`config.mk`:
```
export PLATFORM = sky130hd
export DESIGN_NAME = fault_interrupt_powerdown_ctrl
export DESIGN_NICKNAME = d
export VERILOG_FILES = /design/src/common/fault_irq_pkg.sv /design/src/hw/fault_interrupt_powerdown_ctrl.sv
export VERILOG_INCLUDE_DIRS = /design/src /design/src/common
export SDC_FILE = /design/constraint.sdc
export NUM_CORES = 1
export LEC_CHECK = 0
export ABC_CLOCK_PERIOD_IN_PS = 4200
export BUFFER_PORTS_ARGS = -buffer_cell sky130_fd_sc_hd__buf_2
export CAP_MARGIN = 0
export CORE_MARGIN = 5
export CORE_UTILIZATION = 35
export CTS_CLUSTER_DIAMETER = 100
export CTS_CLUSTER_SIZE = 25
export DETAILED_ROUTE_END_ITERATION = 8
export PLACE_DENSITY_LB_ADDON = 0.25
export REMOVE_ABC_BUFFERS = 1
export SLEW_MARGIN = 20
export SYNTH_ARGS = -nofsm -noshare
export SYNTH_HDL_FRONTEND = slang
export SYNTH_SLANG_ARGS = --single-unit
```
`constraint.sdc`:
```
create_clock -name clk -period 4.2 [get_ports clk]
set_clock_uncertainty 0.1 [all_clocks]
set_input_delay 0.42 -clock clk [delete_from_list [all_inputs] [get_ports clk]]
set_output_delay 0.42 -clock clk [all_outputs]
set_load 0.005 [all_outputs]
```
`src/common/fault_irq_map.svh`:
```
// register indices, field layouts, reset values and timing for the fault interrupt block
`ifndef FAULT_IRQ_MAP_SVH
`define FAULT_IRQ_MAP_SVH
// register indices; the byte address is four times the index
`define IDX_RATIO_UPPER 8'h40
`define IDX_RATIO_LOWER 8'h41
`define IDX_INT_CFG 8'h42
`define IDX_DAC_CFG 8'h43
`define IDX_SRC_LIVE 8'h44
`define IDX_SRC_LATCH 8'h45
`define IDX_SRC_MASK 8'h46
`define IDX_PWR_CTRL 8'h47
// reset values
`define INT_CFG_RST 8'h00
`define DAC_CFG_RST 8'h50
`define SRC_MASK_RST 8'h00
`define RATIO_LOWER_RST 8'h00
// writable bits of the dac fault configuration
`define DAC_CFG_WMASK 8'h77
// source bit positions
`define SRC_ADC 0
`define SRC_MICBIAS 1
`define SRC_DAC_GATE 2
`define SRC_DAC_SHORT 3
`define SRC_ANALOG_REGULATOR_SHORT 4
// source groups that steer the power-down logic
`define ADC_GROUP 8'h03
`define DAC_GROUP 8'h0c
// power control register bits
`define PWR_ADC_BIT 0
`define PWR_DAC_BIT 1
// axi responses
`define RESP_OKAY 2'h0
`define RESP_SLVERR 2'h2
// timing
`define CLK_MHZ 100
`define IRQ_PULSE_US 2000
`define IRQ_PERIOD_US 4000
`endif

```
`src/common/fault_irq_pkg.sv`:
```
// types shared by the fault interrupt and power-down block
package fault_irq_pkg;
  typedef enum logic [1:0] {
    PD_NONE = 2'h0,
    PD_UNMASKED = 2'h1,
    PD_ALL = 2'h2,
    PD_RSVD = 2'h3
  } pd_sel_t;
  typedef enum logic [1:0] {
    IRQ_LATCHED = 2'h0,
    IRQ_LIVE = 2'h1,
    IRQ_REPEAT = 2'h2,
    IRQ_ONESHOT = 2'h3
  } irq_mode_t;
  typedef struct packed {
    logic pol;
    irq_mode_t mode;
    pd_sel_t adc_sel;
    logic latch_unmasked_only;
    logic adc_manual;
    logic clr_any;
  } int_cfg_t;
  typedef struct packed {
    logic rsvd;
    pd_sel_t sel;
    logic manual;
    logic down_flag;
    logic pu_mask;
    logic det_off;
    logic reg_off;
  } dac_cfg_t;
  typedef enum logic [2:0] {
    ST_IDLE = 3'b001,
    ST_ON = 3'b010,
    ST_OFF = 3'b100
  } irq_state_t;
endpackage

```
`src/hw/fault_interrupt_powerdown_ctrl.sv`:
```
// fault interrupt pin, latched status and fault power-down control with axi4-lite registers
//
// Contract
// - upper six ratio bits readable, read-only
// - lower ratio byte read-only, resets zero
// - polarity bit selects low or high active
// - modes 0/1: latched or live unmasked level
// - mode 2: 2 ms pulse every 4 ms
// - mode 3: one 2 ms pulse per event
// - adc selector: none, unmasked, all, reserved
// - latch readback all or unmasked only
// - adc auto recovery or stay down
// - read clears latch if live zero, or always; set wins over clear, so always also keeps bits that are live
// - dac selector same encoding, resets two
// - dac recovery manual by default
// - flag shows dac held down by fault
// - mask gate fault during dac power-up
// - dac gate/short detection can be disabled
// - regulator short detection can be disabled
`timescale 1ns/1ps
`include "fault_irq_map.svh"
module fault_interrupt_powerdown_ctrl #(
  parameter int N_SRC = 8,
  parameter int PULSE_CYC = `IRQ_PULSE_US * `CLK_MHZ,
  parameter int PERIOD_CYC = `IRQ_PERIOD_US * `CLK_MHZ
) (
  input wire logic clk,
  input wire logic sys_rst,
  input wire logic ce,
  input wire logic [9:0] s_axi_awaddr,
  input wire logic s_axi_awvalid,
  output logic s_axi_awready,
  input wire logic [31:0] s_axi_wdata,
  input wire logic [3:0] s_axi_wstrb,
  input wire logic s_axi_wvalid,
  output logic s_axi_wready,
  output logic [1:0] s_axi_bresp,
  output logic s_axi_bvalid,
  input wire logic s_axi_bready,
  input wire logic [9:0] s_axi_araddr,
  input wire logic s_axi_arvalid,
  output logic s_axi_arready,
  output logic [31:0] s_axi_rdata,
  output logic [1:0] s_axi_rresp,
  output logic s_axi_rvalid,
  input wire logic s_axi_rready,
  input wire logic [N_SRC-1:0] src_fault_in,
  input wire logic dac_powering_up_in,
  input wire logic [5:0] frame_ratio_upper_bits,
  input wire logic [7:0] frame_ratio_lower_bits,
  output logic irq_pin,
  output logic irq_level,
  output logic adc_powerdown,
  output logic micbias_powerdown,
  output logic dac_powerdown
);
  localparam logic [N_SRC-1:0] ADC_GRP = N_SRC'(`ADC_GROUP);
  localparam logic [N_SRC-1:0] DAC_GRP = N_SRC'(`DAC_GROUP);
  localparam logic [19:0] PULSE_END = 20'(PULSE_CYC - 1);
  localparam logic [19:0] PERIOD_END = 20'(PERIOD_CYC - 1);

  fault_irq_pkg::int_cfg_t int_cfg_reg;
  fault_irq_pkg::dac_cfg_t dac_cfg_reg;
  fault_irq_pkg::irq_state_t st_reg;
  fault_irq_pkg::irq_state_t st_next;
  logic [N_SRC-1:0] mask_reg;
  logic [N_SRC-1:0] latch_reg;
  logic [N_SRC-1:0] latch_next;
  logic [N_SRC-1:0] src_meta_reg;
  logic [N_SRC-1:0] src_sync_reg;
  logic [N_SRC-1:0] live;
  logic [N_SRC-1:0] live_d_reg;
  logic [N_SRC-1:0] det_en;
  logic [N_SRC-1:0] dac_trig;
  logic pu_meta_reg;
  logic pu_sync_reg;
  logic aw_full_reg;
  logic w_full_reg;
  logic [7:0] aw_idx_reg;
  logic aw_ok_reg;
  logic [7:0] wdata_reg;
  logic wlane_reg;
  logic do_write;
  logic ar_take;
  logic [7:0] ar_idx;
  logic ar_ok;
  logic rd_clear;
  logic [7:0] rd_mux;
  logic adc_flt;
  logic dac_flt;
  logic adc_pd_reg;
  logic dac_pd_reg;
  logic adc_restart;
  logic dac_restart;
  logic new_evt;
  logic lat_any;
  logic live_any;
  logic irq_active;
  logic [19:0] cnt_reg;

  // address check: word aligned and one of the mapped indices
  function automatic logic addr_ok(input logic [9:0] a);
    logic [7:0] i;
    i = a[9:2];
    addr_ok = (a[1:0] == 2'h0) && (i >= `IDX_RATIO_UPPER) && (i <= `IDX_PWR_CTRL);
  endfunction

  // pin sources cross into the clock domain through two flops
  always_ff @(posedge clk) begin
    if (sys_rst) begin
      src_meta_reg <= '0;
      src_sync_reg <= '0;
      pu_meta_reg <= 1'b0;
      pu_sync_reg <= 1'b0;
      live_d_reg <= '0;
    end else if (ce) begin
      src_meta_reg <= src_fault_in;
      src_sync_reg <= src_meta_reg;
      pu_meta_reg <= dac_powering_up_in;
      pu_sync_reg <= pu_meta_reg;
      live_d_reg <= live;
    end
  end

  // detection disables gate the live condition itself, so nothing downstream sees it
  always_comb begin
    det_en = '1;
    det_en[`SRC_DAC_GATE] = ~dac_cfg_reg.det_off;
    det_en[`SRC_DAC_SHORT] = ~dac_cfg_reg.det_off;
    det_en[`SRC_ANALOG_REGULATOR_SHORT] = ~dac_cfg_reg.reg_off;
    live = src_sync_reg & det_en;
  end

  // axi handshakes and decode
  assign do_write = aw_full_reg && w_full_reg && !s_axi_bvalid;
  assign ar_take = s_axi_arvalid && s_axi_arready;
  assign ar_idx = s_axi_araddr[9:2];
  assign ar_ok = addr_ok(s_axi_araddr);
  assign rd_clear = ar_take && ar_ok && (ar_idx == `IDX_SRC_LATCH);
  assign adc_restart = do_write && aw_ok_reg && wlane_reg && (aw_idx_reg == `IDX_PWR_CTRL)
    && wdata_reg[`PWR_ADC_BIT];
  assign dac_restart = do_write && aw_ok_reg && wlane_reg && (aw_idx_reg == `IDX_PWR_CTRL)
    && wdata_reg[`PWR_DAC_BIT];

  // write address and data are taken independently, one write at a time
  always_ff @(posedge clk) begin
    if (sys_rst) begin
      s_axi_awready <= 1'b0;
      s_axi_wready <= 1'b0;
      aw_full_reg <= 1'b0;
      w_full_reg <= 1'b0;
      aw_idx_reg <= 8'h00;
      aw_ok_reg <= 1'b0;
      wdata_reg <= 8'h00;
      wlane_reg <= 1'b0;
      s_axi_bvalid <= 1'b0;
      s_axi_bresp <= `RESP_OKAY;
    end else if (ce) begin
      if (s_axi_awvalid && s_axi_awready) begin
        s_axi_awready <= 1'b0;
        aw_full_reg <= 1'b1;
        aw_idx_reg <= s_axi_awaddr[9:2];
        aw_ok_reg <= addr_ok(s_axi_awaddr);
      end else if (!aw_full_reg && !s_axi_bvalid) begin
        s_axi_awready <= 1'b1;
      end
      if (s_axi_wvalid && s_axi_wready) begin
        s_axi_wready <= 1'b0;
        w_full_reg <= 1'b1;
        wdata_reg <= s_axi_wdata[7:0];
        wlane_reg <= s_axi_wstrb[0];
      end else if (!w_full_reg && !s_axi_bvalid) begin
        s_axi_wready <= 1'b1;
      end
      if (do_write) begin
        aw_full_reg <= 1'b0;
        w_full_reg <= 1'b0;
        s_axi_bvalid <= 1'b1;
        s_axi_bresp <= aw_ok_reg ? `RESP_OKAY : `RESP_SLVERR;
      end else if (s_axi_bvalid && s_axi_bready) begin
        s_axi_bvalid <= 1'b0;
      end
    end
  end

  // configuration registers; only byte lane 0 carries data
  always_ff @(posedge clk) begin
    if (sys_rst) begin
      int_cfg_reg <= fault_irq_pkg::int_cfg_t'(`INT_CFG_RST);
      dac_cfg_reg <= fault_irq_pkg::dac_cfg_t'(`DAC_CFG_RST & `DAC_CFG_WMASK);
      mask_reg <= N_SRC'(`SRC_MASK_RST);
    end else if (ce && do_write && aw_ok_reg && wlane_reg) begin
      case (aw_idx_reg)
        `IDX_INT_CFG: int_cfg_reg <= fault_irq_pkg::int_cfg_t'(wdata_reg);
        // reserved and status bits are dropped; the host keeps bit 7 at zero
        `IDX_DAC_CFG: dac_cfg_reg <= fault_irq_pkg::dac_cfg_t'(wdata_reg & `DAC_CFG_WMASK);
        `IDX_SRC_MASK: mask_reg <= wdata_reg[N_SRC-1:0];
        default: begin
        end
      endcase
    end
  end

  // latched bits: a live condition sets, a read clears; set wins over clear
  generate
    for (genvar b = 0; b < N_SRC; b++) begin : g_latch
      always_comb begin
        latch_next[b] = live[b]
          | (latch_reg[b] & ~(rd_clear & (int_cfg_reg.clr_any | ~live[b])));
      end
    end
  endgenerate

  always_ff @(posedge clk) begin
    if (sys_rst) begin
      latch_reg <= '0;
    end else if (ce) begin
      latch_reg <= latch_next;
    end
  end

  // read mux; reserved bits read zero
  always_comb begin
    rd_mux = 8'h00;
    case (ar_idx)
      `IDX_RATIO_UPPER: rd_mux = {2'h0, frame_ratio_upper_bits};
      `IDX_RATIO_LOWER: rd_mux = frame_ratio_lower_bits;
      `IDX_INT_CFG: rd_mux = int_cfg_reg;
      // the flag follows the registered power-down output so it matches the channel itself
      `IDX_DAC_CFG: rd_mux = {1'b0, dac_cfg_reg.sel, dac_cfg_reg.manual, dac_powerdown,
        dac_cfg_reg.pu_mask, dac_cfg_reg.det_off, dac_cfg_reg.reg_off};
      `IDX_SRC_LIVE: rd_mux = 8'(live);
      `IDX_SRC_LATCH: rd_mux = int_cfg_reg.latch_unmasked_only ?
        8'(latch_reg & ~mask_reg) : 8'(latch_reg);
      `IDX_SRC_MASK: rd_mux = 8'(mask_reg);
      `IDX_PWR_CTRL: rd_mux = {6'h00, dac_pd_reg, adc_pd_reg};
      default: rd_mux = 8'h00;
    endcase
  end

  // read channel, one read at a time
  always_ff @(posedge clk) begin
    if (sys_rst) begin
      s_axi_arready <= 1'b0;
      s_axi_rvalid <= 1'b0;
      s_axi_rdata <= 32'h0000_0000;
      s_axi_rresp <= `RESP_OKAY;
    end else if (ce) begin
      if (ar_take) begin
        s_axi_arready <= 1'b0;
        s_axi_rvalid <= 1'b1;
        s_axi_rdata <= ar_ok ? {24'h000000, rd_mux} : 32'h0000_0000;
        s_axi_rresp <= ar_ok ? `RESP_OKAY : `RESP_SLVERR;
      end else if (s_axi_rvalid && s_axi_rready) begin
        s_axi_rvalid <= 1'b0;
      end else if (!s_axi_rvalid) begin
        s_axi_arready <= 1'b1;
      end
    end
  end

  // fault decisions; reserved selector behaves like none
  always_comb begin
    dac_trig = DAC_GRP;
    if (dac_cfg_reg.pu_mask && pu_sync_reg) begin
      dac_trig[`SRC_DAC_GATE] = 1'b0;
    end
    case (int_cfg_reg.adc_sel)
      fault_irq_pkg::PD_UNMASKED: adc_flt = |(live & ~mask_reg & ADC_GRP);
      fault_irq_pkg::PD_ALL: adc_flt = |(live & ADC_GRP);
      default: adc_flt = 1'b0;
    endcase
    case (dac_cfg_reg.sel)
      fault_irq_pkg::PD_UNMASKED: dac_flt = |(live & ~mask_reg & dac_trig);
      fault_irq_pkg::PD_ALL: dac_flt = |(live & dac_trig);
      default: dac_flt = 1'b0;
    endcase
  end

  // power-down holds; manual recovery needs a restart write after the fault is gone
  always_ff @(posedge clk) begin
    if (sys_rst) begin
      adc_pd_reg <= 1'b0;
      dac_pd_reg <= 1'b0;
    end else if (ce) begin
      if (adc_flt) begin
        adc_pd_reg <= 1'b1;
      end else if (!int_cfg_reg.adc_manual || adc_restart) begin
        adc_pd_reg <= 1'b0;
      end
      if (dac_flt) begin
        dac_pd_reg <= 1'b1;
      end else if (!dac_cfg_reg.manual || dac_restart) begin
        dac_pd_reg <= 1'b0;
      end
    end
  end

  // interrupt conditions
  assign lat_any = |(latch_reg & ~mask_reg);
  assign live_any = |(live & ~mask_reg);
  assign new_evt = |(live & ~live_d_reg & ~mask_reg);

  // pulse sequencer for the timed modes
  always_comb begin
    st_next = st_reg;
    case (st_reg)
      fault_irq_pkg::ST_IDLE: begin
        if ((int_cfg_reg.mode == fault_irq_pkg::IRQ_REPEAT && lat_any) ||
            (int_cfg_reg.mode == fault_irq_pkg::IRQ_ONESHOT && new_evt)) begin
          st_next = fault_irq_pkg::ST_ON;
        end
      end
      fault_irq_pkg::ST_ON: begin
        if (int_cfg_reg.mode == fault_irq_pkg::IRQ_ONESHOT) begin
          if (cnt_reg == PULSE_END && !new_evt) begin
            st_next = fault_irq_pkg::ST_IDLE;
          end
        end else if (int_cfg_reg.mode != fault_irq_pkg::IRQ_REPEAT) begin
          st_next = fault_irq_pkg::ST_IDLE;
        end else if (cnt_reg == PULSE_END) begin
          st_next = fault_irq_pkg::ST_OFF;
        end
      end
      fault_irq_pkg::ST_OFF: begin
        if (int_cfg_reg.mode != fault_irq_pkg::IRQ_REPEAT) begin
          st_next = fault_irq_pkg::ST_IDLE;
        end else if (cnt_reg == PERIOD_END) begin
          st_next = lat_any ? fault_irq_pkg::ST_ON : fault_irq_pkg::ST_IDLE;
        end
      end
      default: st_next = fault_irq_pkg::ST_IDLE;
    endcase
  end

  // one counter spans the whole 4 ms period; a new event restarts a one-shot pulse
  always_ff @(posedge clk) begin
    if (sys_rst) begin
      st_reg <= fault_irq_pkg::ST_IDLE;
      cnt_reg <= 20'h00000;
    end else if (ce) begin
      st_reg <= st_next;
      if (st_next == fault_irq_pkg::ST_IDLE) begin
        cnt_reg <= 20'h00000;
      end else if (st_reg == fault_irq_pkg::ST_IDLE) begin
        cnt_reg <= 20'h00000;
      end else if (int_cfg_reg.mode == fault_irq_pkg::IRQ_ONESHOT && new_evt) begin
        cnt_reg <= 20'h00000;
      end else if (cnt_reg == PERIOD_END) begin
        cnt_reg <= 20'h00000;
      end else begin
        cnt_reg <= cnt_reg + 20'h00001;
      end
    end
  end

  // mode select for the active level of the pin
  always_comb begin
    case (int_cfg_reg.mode)
      fault_irq_pkg::IRQ_LATCHED: irq_active = lat_any;
      fault_irq_pkg::IRQ_LIVE: irq_active = live_any;
      default: irq_active = (st_next == fault_irq_pkg::ST_ON);
    endcase
  end

  // registered outputs; the pin idles high at reset because low is active by default
  always_ff @(posedge clk) begin
    if (sys_rst) begin
      irq_pin <= 1'b1;
      irq_level <= 1'b0;
      adc_powerdown <= 1'b0;
      micbias_powerdown <= 1'b0;
      dac_powerdown <= 1'b0;
    end else if (ce) begin
      irq_pin <= int_cfg_reg.pol ? irq_active : ~irq_active;
      irq_level <= lat_any;
      adc_powerdown <= adc_pd_reg;
      micbias_powerdown <= adc_pd_reg;
      dac_powerdown <= dac_pd_reg;
    end
  end
endmodule

```
* After elaboration in Yosys (flattened, before gate mapping)
Cells that the tools add are included.
Widths: inputs -> output; s select.
** Word-level totals
- Register bits after elaboration :: 146
- Bits in latches :: 0
- RAM bits :: 0
- Bits in read-only memories :: 0
- Input port bits :: 87
- Output and inout bits :: 46
- Word-level logic and storage cells :: 246
- Memories :: 0
** Operators by class
- Add/subtract/negate cells :: 1
- $mul :: 0
- Divide/modulo/power cells :: 0
- Order comparisons :: 4
- Eq/ne operators :: 29
- Shifts and indexed selects :: 0
- Multiplexer cells :: 42
- Bitwise operators :: 60
- Reduce and logical (&&, ||, !) cells :: 70
** Operators with widths (count)
- $eq 8x7->1 const B :: 12
- $mux 20 :: 4
- $pmux 8 s8 :: 1
- $and 8x8->8 :: 5
- $reduce_or 8->1 :: 5
- $reduce_and 2->1 :: 15
- $logic_and 1x1->1 :: 27
- $mux 1 :: 21
- $mux 3 :: 7
- $add 20x1->20 const B :: 1
- $eq 20x18->1 const B :: 1
- $eq 20x19->1 const B :: 1
- $not 1->1 :: 19
- $and 1x1->1 :: 16
- $and 8x4->8 :: 2
- $ge 8x7->1 const B :: 2
- $le 8x7->1 const B :: 2
- $mux 8 :: 2
- $not 8->8 :: 2
- $or 1x1->1 :: 16
- $reduce_bool 2->1 :: 8
- $pmux 3 s3 :: 1
- $eq 2x2->1 const B :: 4
- $eq 2x1->1 const B :: 3
- 12 further kinds :: 29

* Longest topological paths before layout
- Word-level depth :: 14
- Mapped depth :: 9
- Gate-level depth less buffers :: 8

* Worst setup path before layout
OpenSTA, ideal clock, no wires.
- Path kind :: reg-to-reg
- From :: register cnt_reg[13]
- To :: register cnt_reg[13]
- Setup time :: 114 ps
- Arrival :: 2748 ps
- Required time :: 3986 ps
- Path slack :: 1238 ps
- Stages on the path, launching flop included :: 9
- Buffers on the path :: 1
- Clock period less this slack :: 2962 ps
- Cell sequence :: dfxtp_1 or4_1 or4_4 or2_0 or4b_1 and3_1 buf_6 a21o_1 a21o_1
** Between the ends
- Longest elaborated chain between the ends :: 7
- Elaborated cells between the ends (all ways) :: 16
- Classes of those cells :: 1 x add/sub; 3 x eq/ne; 11 x mux; 1 x reduce/logical
** Ends and longest elaborated chain
- start, declared :: RTL line fault_interrupt_powerdown_ctrl.sv:99 : logic [19:0] cnt_reg;
- start signal, assigned :: RTL line fault_interrupt_powerdown_ctrl.sv:352 : cnt_reg <= cnt_reg + 20'h00001;
- parallel branches: the longest is 6 deep, another holds $add 20x1->20
- $mux 20 * :: RTL line fault_interrupt_powerdown_ctrl.sv:343 : if (st_next == fault_irq_pkg::ST_IDLE) begin
Every way passes the cells marked *.
A chain may end at the register's enable or synchronous reset.

* Worst setup path in the final report
- From :: register cnt_reg[13]
- To :: register cnt_reg[7]
** Between the ends
- Longest elaborated chain between the ends :: 7
- Elaborated cells between the ends (all ways) :: 15
- Classes of those cells :: 3 x eq/ne; 11 x mux; 1 x reduce/logical
** Ends and longest elaborated chain
- $eq 20x18->1 :: RTL line fault_interrupt_powerdown_ctrl.sv:316, fault_interrupt_powerdown_ctrl.sv:321
- $mux 3 or $logic_and 1x1->1 (tied branches) :: RTL line fault_interrupt_powerdown_ctrl.sv:321, fault_interrupt_powerdown_ctrl.sv:316
- $mux 3, on equally long branches :: RTL line fault_interrupt_powerdown_ctrl.sv:319, fault_interrupt_powerdown_ctrl.sv:316
- $mux 3 :: RTL line fault_interrupt_powerdown_ctrl.sv:315 : if (int_cfg_reg.mode == fault_irq_pkg::IRQ_ONESHOT) begin
- $pmux 3 s3 :: RTL line fault_interrupt_powerdown_ctrl.sv:307 : case (st_reg)
- $eq 3x1->1 :: RTL line fault_interrupt_powerdown_ctrl.sv:343
- $mux 20 * :: RTL line fault_interrupt_powerdown_ctrl.sv:343
Every way passes the cells marked *; elsewhere a longest branch is shown, timed or not.

==> results.cfg <==
[clocking]
clk_latency_ns = 0.42
cts_buffers = 17
path_clk_slew_ns = 0.06
cts.htree.levels = 4
tritoncts = done
hold_buffers = 0
cts_sinks = 120
cts_max_path_buffers = 2
cts-root-buf = clkbuf_16
ctsResizeCount = 0
post_cts_buffers = 0

[power]
peakVddDrop_uv = 241
clkPwrFrac = 0.496
p_leak_nw = 2.71
p_total_mw = 2.70
swShare = 0.259
power_density_nw_per_um2 = 385
p_seq_frac = 0.438
pwr-share-comb = 0.066
p_sw_mw = 0.698
power.internal_mw = 2.00

[drt]
drt_drc_violations_left = 0
drt-total-wl_um = 15700
vias = 5291
drt_pre_antenna_iters = 4
wl_per_cell_um = 15.1
ant_nets = 0
drtIter0Drc = 367
viasPerCell = 5.10

[grt]
grt.total_usage = 0.160
overflow = 0
antenna_found_initial = 0
grt_pass1_vias = 5069
grt_max_degree = 78
grt_first_pass_wirelength_um = 26000

[setup_path]
r2r_cells = 7
endpoint = cnt_reg[7]
r2r-end = cnt_reg[7]
cp-start-kind = flip-flop
worstPathMaxFanout = 20
rrSetupSlack_ns = 0.71
required_ns = 4.41
cp.arrival_ns = 3.70
path_class = reg -> reg
critPathCaptureType = flip-flop
timing.rr.start = cnt_reg[13]
startpoint = cnt_reg[13]

[synth]
synth-compound-area-share = 0.167
synth_area_leaders = dfxtp_1 40%, nand2_1 7.3%, a21oi_1 5.8%
synthMuxAreaShare = 0.0796
synth_top_cell_by_area = dfxtp_1
synth_top_family_by_area = simple AND/OR/NAND/NOR gates
synthFlopType = dfxtp_1
synth-edff-count = 0
yosysWarnings = 0
yosysSeqAreaShare = 0.402
synthesis.area_um2 = 5970
yosys.area_share.adder = 0.0105
synth-simple-area-share = 0.262
synth_xor_area_frac = 0.00733
synth.distinct_cells = 62
synth_top_area_frac = 0.402
ys_seq_elements = 120
synthArstFlopShare = 0
avgSynthCellArea_um2 = 8.11
synthCells = 736

[timing]
timing.fmax_ghz = 0.287
worst_pin_slew_ns = 0.981
finalSetupViolations = 0
finalCriticalPeriod_ns = 3.49
relSlewSlack = 0.344
rsz0062_at_grt = no
tns_ns = 0
period_share = 0.831
drv_slew = 0
hold_viol_final = 0

[die]
start_util = 0.359
fp.dieArea_um2 = 19800
coreArea_um2 = 16600
die_w_um = 141
row_count = 47
ios = 133
die_y_um = 141

[final_layout]
area_delta_synth_final_pct = 17.2
antennaDiodeCount = 0
drive_gt1_frac = 0.169
largest_reg_flops = 20
num-nets-final = 897

[job]
maxCapViolCount = 0

[place]
place_congestion = 0.820
port_buffers = 79
hpwl_um = 11200

[hold_path]
hold_class = in -> reg

[status]
status = complete, no violations
## cell type report
class                      count  area (µm²)
tap                          220         275
clock inverter                15         116
sequential                   120        2400
fill                        1720        9640
timing repair buffer          89         473
inverter                      18        67.6
clock buffer                  17         425
multi-input combinational    559        3240
## layer usage
| layer | vias to the layer above | GRT usage | routed length (µm) |
|---|---|---|---|
| li1 | 2681 | - | - |
| met2 | 125 | 0.252 | 7190 |
| met4 | 0 | 0.0377 | 117 |
| met3 | 12 | 0.0406 | 822 |
| met5 | - | 0 | 0 |
| met1 | 2473 | 0.222 | 7530 |
## worst min-delay path by stage
stage                          startpoint               to  cells past startpoint
after floorplan            int_cfg_reg[0]   int_cfg_reg[0]                      2
after global placement      aw_idx_reg[7]    aw_idx_reg[7]                      2
after detailed placement    aw_idx_reg[7]    aw_idx_reg[7]                      2
after CTS                  s_axi_wdata[0]     wdata_reg[0]                      3
after global routing      src_fault_in[0]  src_meta_reg[0]                      3
final                      s_axi_wdata[0]     wdata_reg[0]                      3
## stage by stage
step / cell area [µm²] / hold WS (ns) / cells / util / worst slack (ns)
floorplan: 5710 / 0.323 / 697 / - / 1.08
global placement: 6460 / 0.338 / 1006 / 0.388 / 0.696
detailed placement: 6460 / 0.344 / 1006 / 0.388 / 0.698
CTS: 7000 / 0.122 / 1038 / 0.421 / 0.668
global route: 7000 / 0.139 / 1038 / 0.421 / 0.524
finish: 7000 / 0.135 / 1038 / 0.421 / 0.711
## layout by cell type, fill, tap and decap left out, types with 20 or more instances in the layout
master and count:
nand2_1 116, o21ai_0 29, mux2i_1 34, nand3_1 20, buf_2 78, nor2_1 68
conb_1 26, a21oi_1 69, dfxtp_1 120
## cell families (layout without fill, tap and decap cells)
family | Yosys count | in the layout
xor+xnor | 5 | 5
fa+ha+maj | 5 | 5
flops | 120 | 120
mux | 41 | 41
buf+inv | 82 | 139
compound gates | 163 | 163
simple gates | 319 | 319
other cells | 1 | 26
## power groups by stage
stage	combinational, mW	sequential, mW	clock (mW)
global placement	0.177	1.21	0
detailed placement	0.178	1.21	0
global route	0.200	1.18	1.42
floorplan	0.0863	1.20	0
finish	0.177	1.18	1.34
CTS	0.178	1.18	1.37
## cells in the mapped netlist (6+ instances only)
master      n
dfxtp_1   120
nand2_1   116
a21oi_1    69
nor2_1     68
mux2i_1    34
o21ai_0    29
buf_4      28
clkbuf_1   28
nand3_1    20
inv_1      18
nor3_1     18
nand2b_1   17
a21o_1     14
nor2b_1    13
a22oi_1    11
nor3b_1    10
nor4_1      8
and3_1      6
buf_1       6
nand4_1     6
nor4b_1     6
## worst max-delay path: stages (launching register included)
cell and delay (ns):
dfxtp_1 0.34, or4_1 0.58, or4_4 0.56, or2_0 0.27, or4b_1 0.55, nand3_1 0.57, o21ai_0 0.19, a22o_2 0.23
Note: power is estimated with default switching activity, not from simulation.
